File: src/pkg/tcc_pkg.sv
// Package for the timer compare and capture unit: register map, layouts, reset values
package tcc_pkg;

  ////////////////////////////////////////////////////////////////////////////
  localparam logic [7:0] ADDR_CMP0_LO  = 8'ha9;
  localparam logic [7:0] ADDR_CMP1_LO  = 8'haa;
  localparam logic [7:0] ADDR_CMP2_LO  = 8'hab;
  localparam logic [7:0] ADDR_CAP0_LO  = 8'hac;
  localparam logic [7:0] ADDR_CAP1_LO  = 8'had;
  localparam logic [7:0] ADDR_CAP2_LO  = 8'hae;
  localparam logic [7:0] ADDR_CAP3_LO  = 8'haf;
  localparam logic [7:0] ADDR_CMP0_HI  = 8'ha3;
  localparam logic [7:0] ADDR_CMP1_HI  = 8'ha4;
  localparam logic [7:0] ADDR_CMP2_HI  = 8'ha5;
  localparam logic [7:0] ADDR_SET_EN   = 8'ha6;
  localparam logic [7:0] ADDR_CLR_EN   = 8'ha7;
  localparam logic [7:0] ADDR_EDGE_CTL = 8'h9a;
  localparam logic [7:0] ADDR_CAP0_HI  = 8'h9b;
  localparam logic [7:0] ADDR_CAP1_HI  = 8'h9c;
  localparam logic [7:0] ADDR_CAP2_HI  = 8'h9d;
  localparam logic [7:0] ADDR_CAP3_HI  = 8'h9e;

  ////////////////////////////////////////////////////////////////////////////
  // Field positions
  localparam int SET_CLR_LSB   = 0;
  localparam int SET_CLR_MSB   = 5;
  localparam int TOGGLE_BIT6   = 6;
  localparam int TOGGLE_BIT7   = 7;
  localparam int CAP_CHANNELS  = 4;
  localparam int CMP_PAIRS     = 3;

  // Rise and fall enable positions per channel in the edge control register
  localparam logic [3:0][2:0] RISE_POS = {3'h6, 3'h4, 3'h2, 3'h0};
  localparam logic [3:0][2:0] FALL_POS = {3'h7, 3'h5, 3'h3, 3'h1};

  ////////////////////////////////////////////////////////////////////////////
  // Reset values
  localparam logic [7:0]  RST_BYTE = 8'h00;
  localparam logic [15:0] RST_WORD = 16'h0000;
  localparam logic [7:0]  RST_PORT = 8'h00;

  ////////////////////////////////////////////////////////////////////////////
  typedef struct packed {
    logic [7:0] addr;
    logic [7:0] wrData;
    logic       wr;
    logic       rd;
  } tcc_sfr_req_t;

  typedef struct packed {
    logic [CMP_PAIRS-1:0][15:0]    cmp;
    logic [CAP_CHANNELS-1:0][15:0] cap;
    logic [7:0]                    setEn;
    logic [7:0]                    clrEn;
    logic [7:0]                    edgeCtl;
    logic [7:0]                    port;
    logic [CMP_PAIRS-1:0]          matchPrev;
    logic [CAP_CHANNELS-1:0]       sync1;
    logic [CAP_CHANNELS-1:0]       sync2;
    logic [CAP_CHANNELS-1:0]       sync3;
    logic [CAP_CHANNELS-1:0]       level;
    logic [7:0]                    rdData;
  } tcc_state_t;

endpackage

File: src/logic/tcc_top.sv
// Timer 2 compare and capture unit behind the special function register port
`timescale 1ns/1ns
module tcc_top
  import tcc_pkg::*;
(
  // Clock and reset
  input  wire logic         mclk,
  input  wire logic         rst_n,
  // Special function register port
  input  wire tcc_sfr_req_t sfrReq,
  output logic [7:0]        sfrRdData,
  // Timer 2 count, same clock
  input  wire logic [15:0]  timer2Value,
  // Capture input pins
  input  wire logic [3:0]   captureIn,
  // Compare output port
  output logic [7:0]        compareOutPort
);

  ////////////////////////////////////////////////////////////////////////////
  // Register select, used by both the write and the read path
  function automatic logic [4:0] regSel(input logic [7:0] a);
    case (a)
      ADDR_CMP0_LO:  regSel = 5'h00;
      ADDR_CMP1_LO:  regSel = 5'h01;
      ADDR_CMP2_LO:  regSel = 5'h02;
      ADDR_CMP0_HI:  regSel = 5'h03;
      ADDR_CMP1_HI:  regSel = 5'h04;
      ADDR_CMP2_HI:  regSel = 5'h05;
      ADDR_CAP0_LO:  regSel = 5'h06;
      ADDR_CAP1_LO:  regSel = 5'h07;
      ADDR_CAP2_LO:  regSel = 5'h08;
      ADDR_CAP3_LO:  regSel = 5'h09;
      ADDR_CAP0_HI:  regSel = 5'h0a;
      ADDR_CAP1_HI:  regSel = 5'h0b;
      ADDR_CAP2_HI:  regSel = 5'h0c;
      ADDR_CAP3_HI:  regSel = 5'h0d;
      ADDR_SET_EN:   regSel = 5'h0e;
      ADDR_CLR_EN:   regSel = 5'h0f;
      ADDR_EDGE_CTL: regSel = 5'h10;
      default:       regSel = 5'h1f;
    endcase
  endfunction

  ////////////////////////////////////////////////////////////////////////////
  tcc_state_t stateQ;
  tcc_state_t stateD;

  logic [CMP_PAIRS-1:0]    matchNow;
  logic [CMP_PAIRS-1:0]    matchEvent;
  logic [CAP_CHANNELS-1:0] settled;
  logic [CAP_CHANNELS-1:0] riseEvent;
  logic [CAP_CHANNELS-1:0] fallEvent;
  logic [CAP_CHANNELS-1:0] capEvent;
  logic [4:0]              sel;

  assign sel = regSel(sfrReq.addr);

  // A match acts once when equality begins; a prescaled timer may hold a
  // value for many clocks and must not toggle the port each one
  genvar gm;
  generate
    for (gm = 0; gm < CMP_PAIRS; gm++) begin : gMatch
      assign matchNow[gm]   = (timer2Value == stateQ.cmp[gm]);
      assign matchEvent[gm] = matchNow[gm] & ~stateQ.matchPrev[gm];
    end
  endgenerate

  // Edges count only once the second and third sync stages agree; the first
  // stage feeds nothing but the second
  genvar gc;
  generate
    for (gc = 0; gc < CAP_CHANNELS; gc++) begin : gCap
      assign settled[gc]   = (stateQ.sync2[gc] == stateQ.sync3[gc]);
      assign riseEvent[gc] = settled[gc] & stateQ.sync3[gc] & ~stateQ.level[gc];
      assign fallEvent[gc] = settled[gc] & ~stateQ.sync3[gc] & stateQ.level[gc];
      assign capEvent[gc]  = (riseEvent[gc] & stateQ.edgeCtl[RISE_POS[gc]])
        | (fallEvent[gc] & stateQ.edgeCtl[FALL_POS[gc]]);
    end
  endgenerate

  ////////////////////////////////////////////////////////////////////////////
  always_comb begin
    stateD = stateQ;

    // Input synchronisers
    stateD.sync1 = captureIn;
    stateD.sync2 = stateQ.sync1;
    stateD.sync3 = stateQ.sync2;
    for (int i = 0; i < CAP_CHANNELS; i++) begin
      if (settled[i]) begin
        stateD.level[i] = stateQ.sync3[i];
      end
    end
    stateD.matchPrev = matchNow;

    // Software writes
    if (sfrReq.wr) begin
      case (sel)
        5'h00:   stateD.cmp[0][7:0]  = sfrReq.wrData;
        5'h01:   stateD.cmp[1][7:0]  = sfrReq.wrData;
        5'h02:   stateD.cmp[2][7:0]  = sfrReq.wrData;
        5'h03:   stateD.cmp[0][15:8] = sfrReq.wrData;
        5'h04:   stateD.cmp[1][15:8] = sfrReq.wrData;
        5'h05:   stateD.cmp[2][15:8] = sfrReq.wrData;
        5'h06:   stateD.cap[0][7:0]  = sfrReq.wrData;
        5'h07:   stateD.cap[1][7:0]  = sfrReq.wrData;
        5'h08:   stateD.cap[2][7:0]  = sfrReq.wrData;
        5'h09:   stateD.cap[3][7:0]  = sfrReq.wrData;
        5'h0a:   stateD.cap[0][15:8] = sfrReq.wrData;
        5'h0b:   stateD.cap[1][15:8] = sfrReq.wrData;
        5'h0c:   stateD.cap[2][15:8] = sfrReq.wrData;
        5'h0d:   stateD.cap[3][15:8] = sfrReq.wrData;
        5'h0e:   stateD.setEn        = sfrReq.wrData;
        5'h0f:   stateD.clrEn        = sfrReq.wrData;
        5'h10:   stateD.edgeCtl      = sfrReq.wrData;
        default: stateD.setEn        = stateQ.setEn;
      endcase
    end

    // A capture in the same cycle as a software write wins, so no edge is lost
    for (int i = 0; i < CAP_CHANNELS; i++) begin
      if (capEvent[i]) begin
        stateD.cap[i][7:0]  = timer2Value[7:0];
        stateD.cap[i][15:8] = timer2Value[15:8];
      end
    end

    // Compare actions; a clear on the same cycle as a set wins
    for (int b = SET_CLR_LSB; b <= SET_CLR_MSB; b++) begin
      if (matchEvent[0] && stateQ.setEn[b]) begin
        stateD.port[b] = 1'b1;
      end
      if (matchEvent[1] && stateQ.clrEn[b]) begin
        stateD.port[b] = 1'b0;
      end
    end
    if (matchEvent[2] && stateQ.clrEn[TOGGLE_BIT6]) begin
      stateD.port[TOGGLE_BIT6] = ~stateQ.port[TOGGLE_BIT6];
    end
    if (matchEvent[2] && stateQ.clrEn[TOGGLE_BIT7]) begin
      stateD.port[TOGGLE_BIT7] = ~stateQ.port[TOGGLE_BIT7];
    end

    // Read data, one clock after the strobe; unmapped addresses read zero
    if (sfrReq.rd) begin
      case (sel)
        5'h00:   stateD.rdData = stateQ.cmp[0][7:0];
        5'h01:   stateD.rdData = stateQ.cmp[1][7:0];
        5'h02:   stateD.rdData = stateQ.cmp[2][7:0];
        5'h03:   stateD.rdData = stateQ.cmp[0][15:8];
        5'h04:   stateD.rdData = stateQ.cmp[1][15:8];
        5'h05:   stateD.rdData = stateQ.cmp[2][15:8];
        5'h06:   stateD.rdData = stateQ.cap[0][7:0];
        5'h07:   stateD.rdData = stateQ.cap[1][7:0];
        5'h08:   stateD.rdData = stateQ.cap[2][7:0];
        5'h09:   stateD.rdData = stateQ.cap[3][7:0];
        5'h0a:   stateD.rdData = stateQ.cap[0][15:8];
        5'h0b:   stateD.rdData = stateQ.cap[1][15:8];
        5'h0c:   stateD.rdData = stateQ.cap[2][15:8];
        5'h0d:   stateD.rdData = stateQ.cap[3][15:8];
        5'h0e:   stateD.rdData = stateQ.setEn;
        5'h0f:   stateD.rdData = stateQ.clrEn;
        5'h10:   stateD.rdData = stateQ.edgeCtl;
        default: stateD.rdData = RST_BYTE;
      endcase
    end
  end

  ////////////////////////////////////////////////////////////////////////////
  always_ff @(posedge mclk) begin
    if (!rst_n) begin
      stateQ           <= '0;
      stateQ.cmp       <= {CMP_PAIRS{RST_WORD}};
      stateQ.cap       <= {CAP_CHANNELS{RST_WORD}};
      stateQ.setEn     <= RST_BYTE;
      stateQ.clrEn     <= RST_BYTE;
      stateQ.edgeCtl   <= RST_BYTE;
      stateQ.port      <= RST_PORT;
      stateQ.rdData    <= RST_BYTE;
      // Start high so a timer at zero right after reset does not fire
      stateQ.matchPrev <= {CMP_PAIRS{1'b1}};
    end else begin
      stateQ <= stateD;
    end
  end

  assign sfrRdData      = stateQ.rdData;
  assign compareOutPort = stateQ.port;

endmodule

File: config.mk
export PLATFORM = sky130hd
export DESIGN_NAME = tcc_top
export DESIGN_NICKNAME = d
export VERILOG_FILES = /design/src/pkg/tcc_pkg.sv /design/src/logic/tcc_top.sv
export SDC_FILE = /design/constraint.sdc
export NUM_CORES = 1
export LEC_CHECK = 0
export CORE_MARGIN = 3
export CORE_UTILIZATION = 40
export DETAILED_ROUTE_END_ITERATION = 6
export DONT_BUFFER_PORTS = 1
export GPL_ROUTABILITY_DRIVEN = 0
export PLACE_DENSITY = 0.61
export SYNTH_ARGS = -nofsm -noshare
export SYNTH_HDL_FRONTEND = slang
export SYNTH_SLANG_ARGS = --single-unit
File: constraint.sdc
create_clock -name mclk -period 3.3 [get_ports mclk]
set_input_delay 0.99 -clock mclk [delete_from_list [all_inputs] [get_ports mclk]]
set_output_delay 0.99 -clock mclk [all_outputs]
set_load 0.02 [all_outputs]
## Word-level counts from Yosys, hierarchy flattened

Cells that the tools add are included.

- Bits in registers: 171
- Input port bits: 40
- Output and inout bits: 16
- Word-level logic and storage cells: 187

- Eq/ne operators: 40
- Multiplexer cells: 18
- Bitwise logic cells: 45
- Reduce and logical (&&, ||, !) cells: 50

Operators by type and width:

| kind | count |
|---|---|
| equality test 8 bit, second input constant | 17 |
| one-hot mux 8 bit (17 select lines) | 1 |
| two-way mux 8 bit | 11 |
| two-way mux 88 bit | 1 |
| one-hot mux 5 bit (17 select lines) | 1 |
| two-way mux 16 bit | 4 |
| equality test 16 bit | 3 |
| equality test 5 x 4 -> 1 bit, second input constant | 8 |
| AND reduction 2 bit | 17 |
| AND 1 bit | 27 |
| nonzero test 2 bit | 12 |
| equality test 5 x 3 -> 1 bit, second input constant | 4 |
| logical AND 1 bit | 14 |
| inverter 1 bit | 14 |
| OR reduction 2 bit | 6 |
| equality test 5 x 2 -> 1 bit, second input constant | 2 |
| equality test 5 x 1 -> 1 bit, second input constant | 1 |
| equality test 5 bit, second input constant | 1 |
| zero test 5 bit | 1 |
| equality test 1 bit | 4 |
| OR 1 bit | 4 |

## Longest topological paths before layout

Gate-level depths: netlist of the first run.

- Word-level depth: 7
- Gate-level depth with buffers: 10
- Gate-level depth less buffers: 8

## Worst setup path before layout of the first run

Ideal clock, no wire load.

- Path kind: in2reg
- Start: input sfrReq[12] (netlist name)
- End: register stateQ[123] (netlist name)
- Setup time: 0.072 ns
- Arrival time: 2.566 ns
- Required time: 3.228 ns
- Slack: 0.662 ns
- Stages on the path: 8
- Buffers on the path: 2
- Cell sequence: buf_2 > and2_1 > a32oi_2 > nor2_2 > nor4_4 > and3_1 > buf_6 > mux2i_1

- Longest elaborated chain between the ends: 4
- Elaborated cells on any way between the ends: 20
- Classes of those cells: 17 x eq/ne; 1 x mux; 2 x reduce/logical

RTL lines:

| what | line | text |
|---|---|---|
| start, declared | tcc_top.sv:10 | `input wire tcc_sfr_req_t sfrReq,` |
| equality test 8 bit | tcc_top.sv:23 | `case (a)` |
| one-hot mux 5 bit (17 select lines) (*) | tcc_top.sv:23 |  |
| zero test 5 bit (*) | tcc_top.sv:99 | `case (sel)` |
| AND reduction 2 bit (no source line) (*) | n/a |  |
| end signal, assigned | tcc_top.sv:184 | `stateQ <= stateD;` |
| end, declared | tcc_top.sv:46 | `tcc_state_t stateQ;` |

Mark *: on every way between the ends. The rest lies on a longest branch, timed or not.
A chain may end at the register's enable or synchronous reset.

## Final worst setup path of the first run

- Start: input sfrReq[14] (netlist name)
- End: register stateQ[55] (netlist name)

- Longest elaborated chain between the ends: 4
- Elaborated cells on any way between the ends: 20
- Classes of those cells: 18 x eq/ne; 1 x mux; 1 x reduce/logical

RTL lines:

| what | line |
|---|---|
| equality test 8 bit | tcc_top.sv:23 |
| one-hot mux 5 bit (17 select lines) (*) | tcc_top.sv:23 |
| equality test 5 x 4 -> 1 bit (*) | tcc_top.sv:99 |
| AND reduction 2 bit (no source line) (*) | n/a |

Marked as above.

==> results by group, run 1 <==
Clock tree
  – CTS clk-pin slew, worst paths: 0.07 ns
  – Clock sinks: 171
  – Post-CTS Setup Inserts: 0
  – Post_cts resized: 0
  – CTS Buf Count: 17
  – Maximum root-to-sink buffer count: 2
  – Clock H-tree levels: 4
  – CTS tree: done
  – Worst skew pair latency: 0.44 ns
  – Root Buffer: clkbuf_16
  – Hold buffers post-CTS: 0

Critical path
  – Critical Path Start Type: primary input
  – Maximum fanout along the worst path: 10
  – CP arrival: 3.01 ns
  – CP endpoint kind: register
  – Worst Path Required: 3.67 ns
  – Kind of critical path: primary input to register

Synth
  – Synth area leaders: dfxtp_1, mux2i_1, nor2_1
  – Mean Syn Cell Area: 8.72 um^2
  – Top FF cell, synth: dfxtp_1
  – Unique masters post-synth: 68
  – Yosys top cell area share: 0.375
  – Syn_nets: 1093
  – Synth warnings: 0
  – Register area share after synthesis: 0.375
  – Post-synth EDFFs: 0
  – Dominant cell type by area after synthesis: dfxtp_1
  – Synth Register Bits: 171
  – Mapped Cells: 1045
  – Post-Syn Area: 9120 um^2
  – Async S/R FF share, synth: 0

Timing
  – Final Cycle Share: 0.801
  – Fin crit period: 2.64 ns
  – Setup tns final: 0 ns
  – Worst Hold Margin: 0.430 ns
  – Final WS setup: 0.656 ns
  – Final Hold Viols: 0
  – Final setup skew: 0.00896 ns
  – RSZ-0062 raised after global routing: false
  – Actual slew at the worst max-slew pin: 0.963 ns
  – Max Clk Rate: 0.378 GHz
  – Max-slew violation count: 0
  – Final setup violation count: 0
  – Max_slew headroom: 0.351

Global routing
  – Largest net degree at the start of global routing: 67
  – Vias in the first global route: 7420
  – Number of antenna violations at the first check in global routing: 0
  – First-pass GRT wire length: 47.4 mm
  – Gr usage total: 0.255
  – Remaining global-route overflow: 0

Floorplanning
  – Die Span Y: 157 um
  – Die Wd: 157 um
  – Num rows: 54
  – Starting Density: 0.413
  – Die area: 24600 um^2
  – Core ar.: 22100 um^2
  – I/O pin count: 56

Route
  – Iteration-0 DRC Markers: 1147
  – Drt wl/cell: 24.6 um
  – First-pass iteration count of the detailed router: 6
  – Final wirelength: 31.5 mm
  – Routed vias: 7970
  – DRC: 0
  – Final ANT Viol Nets: 0
  – Vias/cell: 6.24

Power and ir drop
  – Pwr/cell area: 426 nW/um^2
  – VDD IR max: 0.000302 V
  – LEAKAGE: 3.77 nW
  – Overall power: 4.15 mW

Placement
  – DPL Wire Length: 21.7 mm
  – Post-place setup slack: 0.274 ns
  – Port bufs: 0

Hold path
  – Path category of the worst min-delay check: register to register

Run
  – Max Cap Violations: 0

Final layout
  – Area Growth Syn to Fin: 6.66%
  – Leading cell types in the layout, fill and taps excluded: dfxtp_1, mux2i_1, nor2_1
  – Diode count: 0
  – Layout cells sized above 1: 0.0853
  – Fin nets: 1033
  – Most common cell after layout, fill and taps aside: dfxtp_1

Outcome
  – Status: finished clean
where the power goes:
part / switching, mW / leakage (nW) / total [mW] / internal [mW]
clock: 0.889 / 0.248 / 1.88 / 0.991
sequential: 0.00720 / 1.38 / 2.08 / 2.07
combinational: 0.114 / 2.14 / 0.186 / 0.0722
kinds of logic (layout without fill, tap and decap cells):
kind of cell             count (synthesis)  count (layout)  share of synthesized area
AND/OR/NAND/NOR                        336             336                      0.184
XOR/XNOR                                50              50                     0.0480
AO/OA/AOI/OAI                          227             227                      0.167
flip-flops                             171             171                      0.375
adder cells (fa/ha/maj)                  8               8                     0.0110
multiplexers                           133             133                      0.152
buffers and inverters                  120              72                     0.0622
cell type report:
class,instances,area (um^2)
clock inverters,11,88.8
flip-flops and latches,171,3420
multi-input cells,754,5150
inverters,14,53.8
fillers,2167,12400
well taps,280,350
clock buffers,20,447
repair buffers,27,215
routing by layer:
metal  track usage  share of wire  up-vias
met5             0              0        -
met4        0.0980          0.033        0
met3        0.0517           0.11       68
met2         0.384           0.44      462
met1         0.360           0.42     3826
li1              -              -     3614
cells in the mapped netlist (8+ instances only):
cell      count
dfxtp_1     171
mux2i_1     126
nor2_1      124
nand2_1      90
clkbuf_1     61
a21oi_1      52
a211oi_1     48
xor2_1       48
o21ai_0      39
a22oi_1      25
buf_2        20
buf_4        18
nand3_1      16
nand4_1      15
nor2b_1      15
and2_1       13
inv_1        13
nor4_1       13
a311oi_1     10
o211ai_1     10
a31oi_1       8
ha_1          8
path summary, 6_finish.rpt:
check | cells after the start | end | startpoint | slack, ns
worst max-delay path | 6 | stateQ[55] | sfrReq[14] | 0.66
worst min-delay path | 1 | stateD[15] | stateD[19] | 0.43
worst max register to register | 9 | stateQ[67] | stateQ[12] | 1.28
worst min register to register | 1 | stateD[15] | stateD[19] | 0.43
metrics by stage:
| step | instances | cell area [um^2] | util |
|---|---|---|---|
| 2_1_floorplan | 1045 | 9120 | - |
| 3_3_place_gp | 1246 | 9190 | 0.416 |
| 3_5_place_dp | 1246 | 9190 | 0.416 |
| 4_1_cts | 1277 | 9720 | 0.440 |
| 5_1_grt | 1277 | 9720 | 0.440 |
| 6_report | 1277 | 9720 | 0.440 |
flip-flops by register name, indices dropped and copies added (netlist names):
name,count
compareOutPort,8
stateD,8
stateQ,147
sfrRdData,8
critical path, cell delays in order:
cell and delay [ns]:
nor2b_1 0.67, nand4_1 0.22, nand2_1 0.21, nor2_1 0.13
nor3_4 0.52, mux2i_1 0.25
Power figures use the tool's default switching activity.
==> run 2, diff against run 1 <==
clock period = 2.6 ns   (was 3.3 ns; I/O delays follow)
==> run 2 against run 1 <==
  * Critical path depth grew 1
  * Sequential share of layout area down 0.65 points
  * Cell count increased by 1.6%
  * Combinational power up 32%
  * Wire length about the same
  * Via count grew 0.16%
  * Critical endpoint is now stateQ[125]
  * Flip-flop and latch count unchanged
  * Hold slack gained 0.0048 ns
  * Design area grew 1.9%
  * Largest cell class unchanged
==> results by group, run 2 (same netlist as run 1, synthesis figures left out) <==
Route
  – Iteration-0 DRC Markers: 1016 (was 1147)
  – First-pass iteration count of the detailed router: 6 (unchanged)
  – Vias/cell: 6.15 (was 6.24)
  – Final wirelength: 31.5 mm (about the same)
  – Final ANT Viol Nets: 0 (unchanged)
  – DRC: 0 (unchanged)
  – Drt wl/cell: 24.3 um (was 24.6 um)
  – Routed vias: 7983 (was 7970)

Final layout
  – Non-Filler Instances: 1297 (was 1277)
  – Most common cell after layout, fill and taps aside: dfxtp_1 (unchanged)
  – Leading cell types in the layout, fill and taps excluded: dfxtp_1, mux2i_1, nor2_1 (unchanged)
  – Fin util: 0.448 (was 0.440)
  – Top reg by flops: stateQ (unchanged)
  – Fin nets: 1052 (was 1033)
  – Area Growth Syn to Fin: 8.67% (was 6.66%)
  – Layout cells sized above 1: 0.104 (was 0.0853)
  – Diode count: 0 (unchanged)
  – Max FFs per register: 147 (unchanged)

Global routing
  – Vias in the first global route: 7420 (unchanged)
  – Largest net degree at the start of global routing: 67 (unchanged)
  – Remaining global-route overflow: 0 (unchanged)
  – Gr usage total: 0.254 (was 0.255)
  – First-pass GRT wire length: 47.0 mm (was 47.4 mm)
  – Number of antenna violations at the first check in global routing: 0 (unchanged)

Placement
  – # placed instances: 1265 (was 1246)
  – DPL Wire Length: 21.9 mm (was 21.7 mm)
  – Post-place setup slack: 0.0732 ns (was 0.274 ns)
  – Port bufs: 0 (unchanged)

Timing
  – Final setup skew: 0.0132 ns (was 0.00896 ns)
  – Final WS setup: 0.476 ns (was 0.656 ns)
  – Max_slew headroom: 0.601 (was 0.351)
  – Setup tns final: 0 ns (unchanged)
  – Final Cycle Share: 0.817
  – Final setup violation count: 0 (unchanged)
  – RSZ-0062 raised after global routing: false (unchanged)
  – Fin crit period: 2.12 ns
  – Max Clk Rate: 0.471 GHz
  – Final Hold Viols: 0 (unchanged)
  – Max-slew violation count: 0 (unchanged)
  – Actual slew at the worst max-slew pin: 0.597 ns (was 0.963 ns)

Clock tree
  – Worst skew pair latency: 0.44 ns (about the same)
  – Post-CTS Setup Inserts: 0 (unchanged)
  – Maximum root-to-sink buffer count: 2 (unchanged)
  – Post_cts resized: 0 (unchanged)
  – Clock H-tree levels: 4 (unchanged)
  – Root Buffer: clkbuf_16 (unchanged)
  – Hold buffers post-CTS: 0 (unchanged)
  – Clock sinks: 171 (unchanged)
  – CTS Buf Count: 17 (unchanged)
  – CTS tree: done (unchanged)
  – CTS clk-pin slew, worst paths: 0.06 ns (was 0.07 ns)

Critical path
  – CP arrival: 2.47 ns (was 3.01 ns)
  – Worst Path Required: 2.95 ns (was 3.67 ns)
  – Critical Path Start Type: primary input (unchanged)
  – Reg2Reg Depth: 6 (was 9)
  – Kind of critical path: primary input to register (unchanged)
  – CP endpoint kind: register (unchanged)
  – Maximum fanout along the worst path: 8 (was 10)

Floorplanning
  – Starting Density: 0.413 (unchanged)
  – Die Span Y: 157 um (unchanged)
  – Die area: 24600 um^2 (unchanged)
  – Core ar.: 22100 um^2 (unchanged)
  – I/O pin count: 56 (unchanged)
  – Num rows: 54 (unchanged)
  – Die Wd: 157 um (unchanged)

Power and ir drop
  – Pwr/cell area: 532 nW/um^2 (was 426 nW/um^2)
  – VDD IR max: 0.000404 V (was 0.000302 V)
  – Overall power: 5.27 mW (was 4.15 mW)
  – LEAKAGE: 3.89 nW (was 3.77 nW)

Run
  – Max Cap Violations: 0 (unchanged)

Hold path
  – Hold Path Cell Cnt: 1 (unchanged)
  – Path category of the worst min-delay check: register to register (unchanged)

Outcome
  – Status: finished clean (unchanged)
==> run 2: cell types whose count changed in the layout (fill, tap and decap cells not counted) <==
cell and delta:
buf_12 +3, buf_4 +16, clkbuf_1 -1, clkinv_2 +3, clkinv_4 +5, clkinvlp_4 -3
inv_6 -2, inv_8 -1
==> run 2: where the power goes <==
| part | leakage (nW) | switching (mW) | internal (mW) | total, mW |
|---|---|---|---|---|
| clock | 0.263 | 1.13 | 1.25 | 2.38 |
| combinational | 2.25 | 0.144 | 0.101 | 0.245 |
| sequential | 1.38 | 0.00933 | 2.63 | 2.64 |
==> run 2: worst max-delay path, cell delays in order <==
cell and delay [ns]:
nor4bb_1 0.12, buf_4 0.16, a32oi_2 0.25, nor2_2 0.09, nor4_4 0.29, and3_1 0.52
mux2i_1 0.26
==> run 2: area by class of cell <==
type	count	area [um^2]
fill	2156	12200
multi-input combinational	754	5150
timing repair buffer	46	395
clock buffer	19	443
tap	280	350
clock inverter	13	96.3
inverter	14	53.8
sequential	171	3420
==> run 2: routing by layer <==
layer,up-vias,track usage,share of wire
met2,401,0.379,0.43
met4,0,0.101,0.039
li1,3651,-,-
met1,3855,0.349,0.43
met5,-,0,0
met3,76,0.0698,0.10
==> run 2: stage by stage <==
stage | hold WS [ns] | instance area (um^2)
after floorplan | 0.412 | 9120
after global placement | 0.413 | 9370
after detailed placement | 0.420 | 9370
after CTS | 0.421 | 9910
after global routing | 0.436 | 9910
final | 0.435 | 9910
==> run 2: path summary, 6_finish.rpt <==
| kind | start | endpoint | slack (ns) |
|---|---|---|---|
| setup / recovery | sfrReq[17] | stateQ[125] | 0.48 |
| hold / removal | stateD[18] | stateD[14] | 0.43 |
| setup reg to reg | stateQ[127] | compareOutPort[4] | 0.60 |
| hold reg to reg | stateD[18] | stateD[14] | 0.43 |
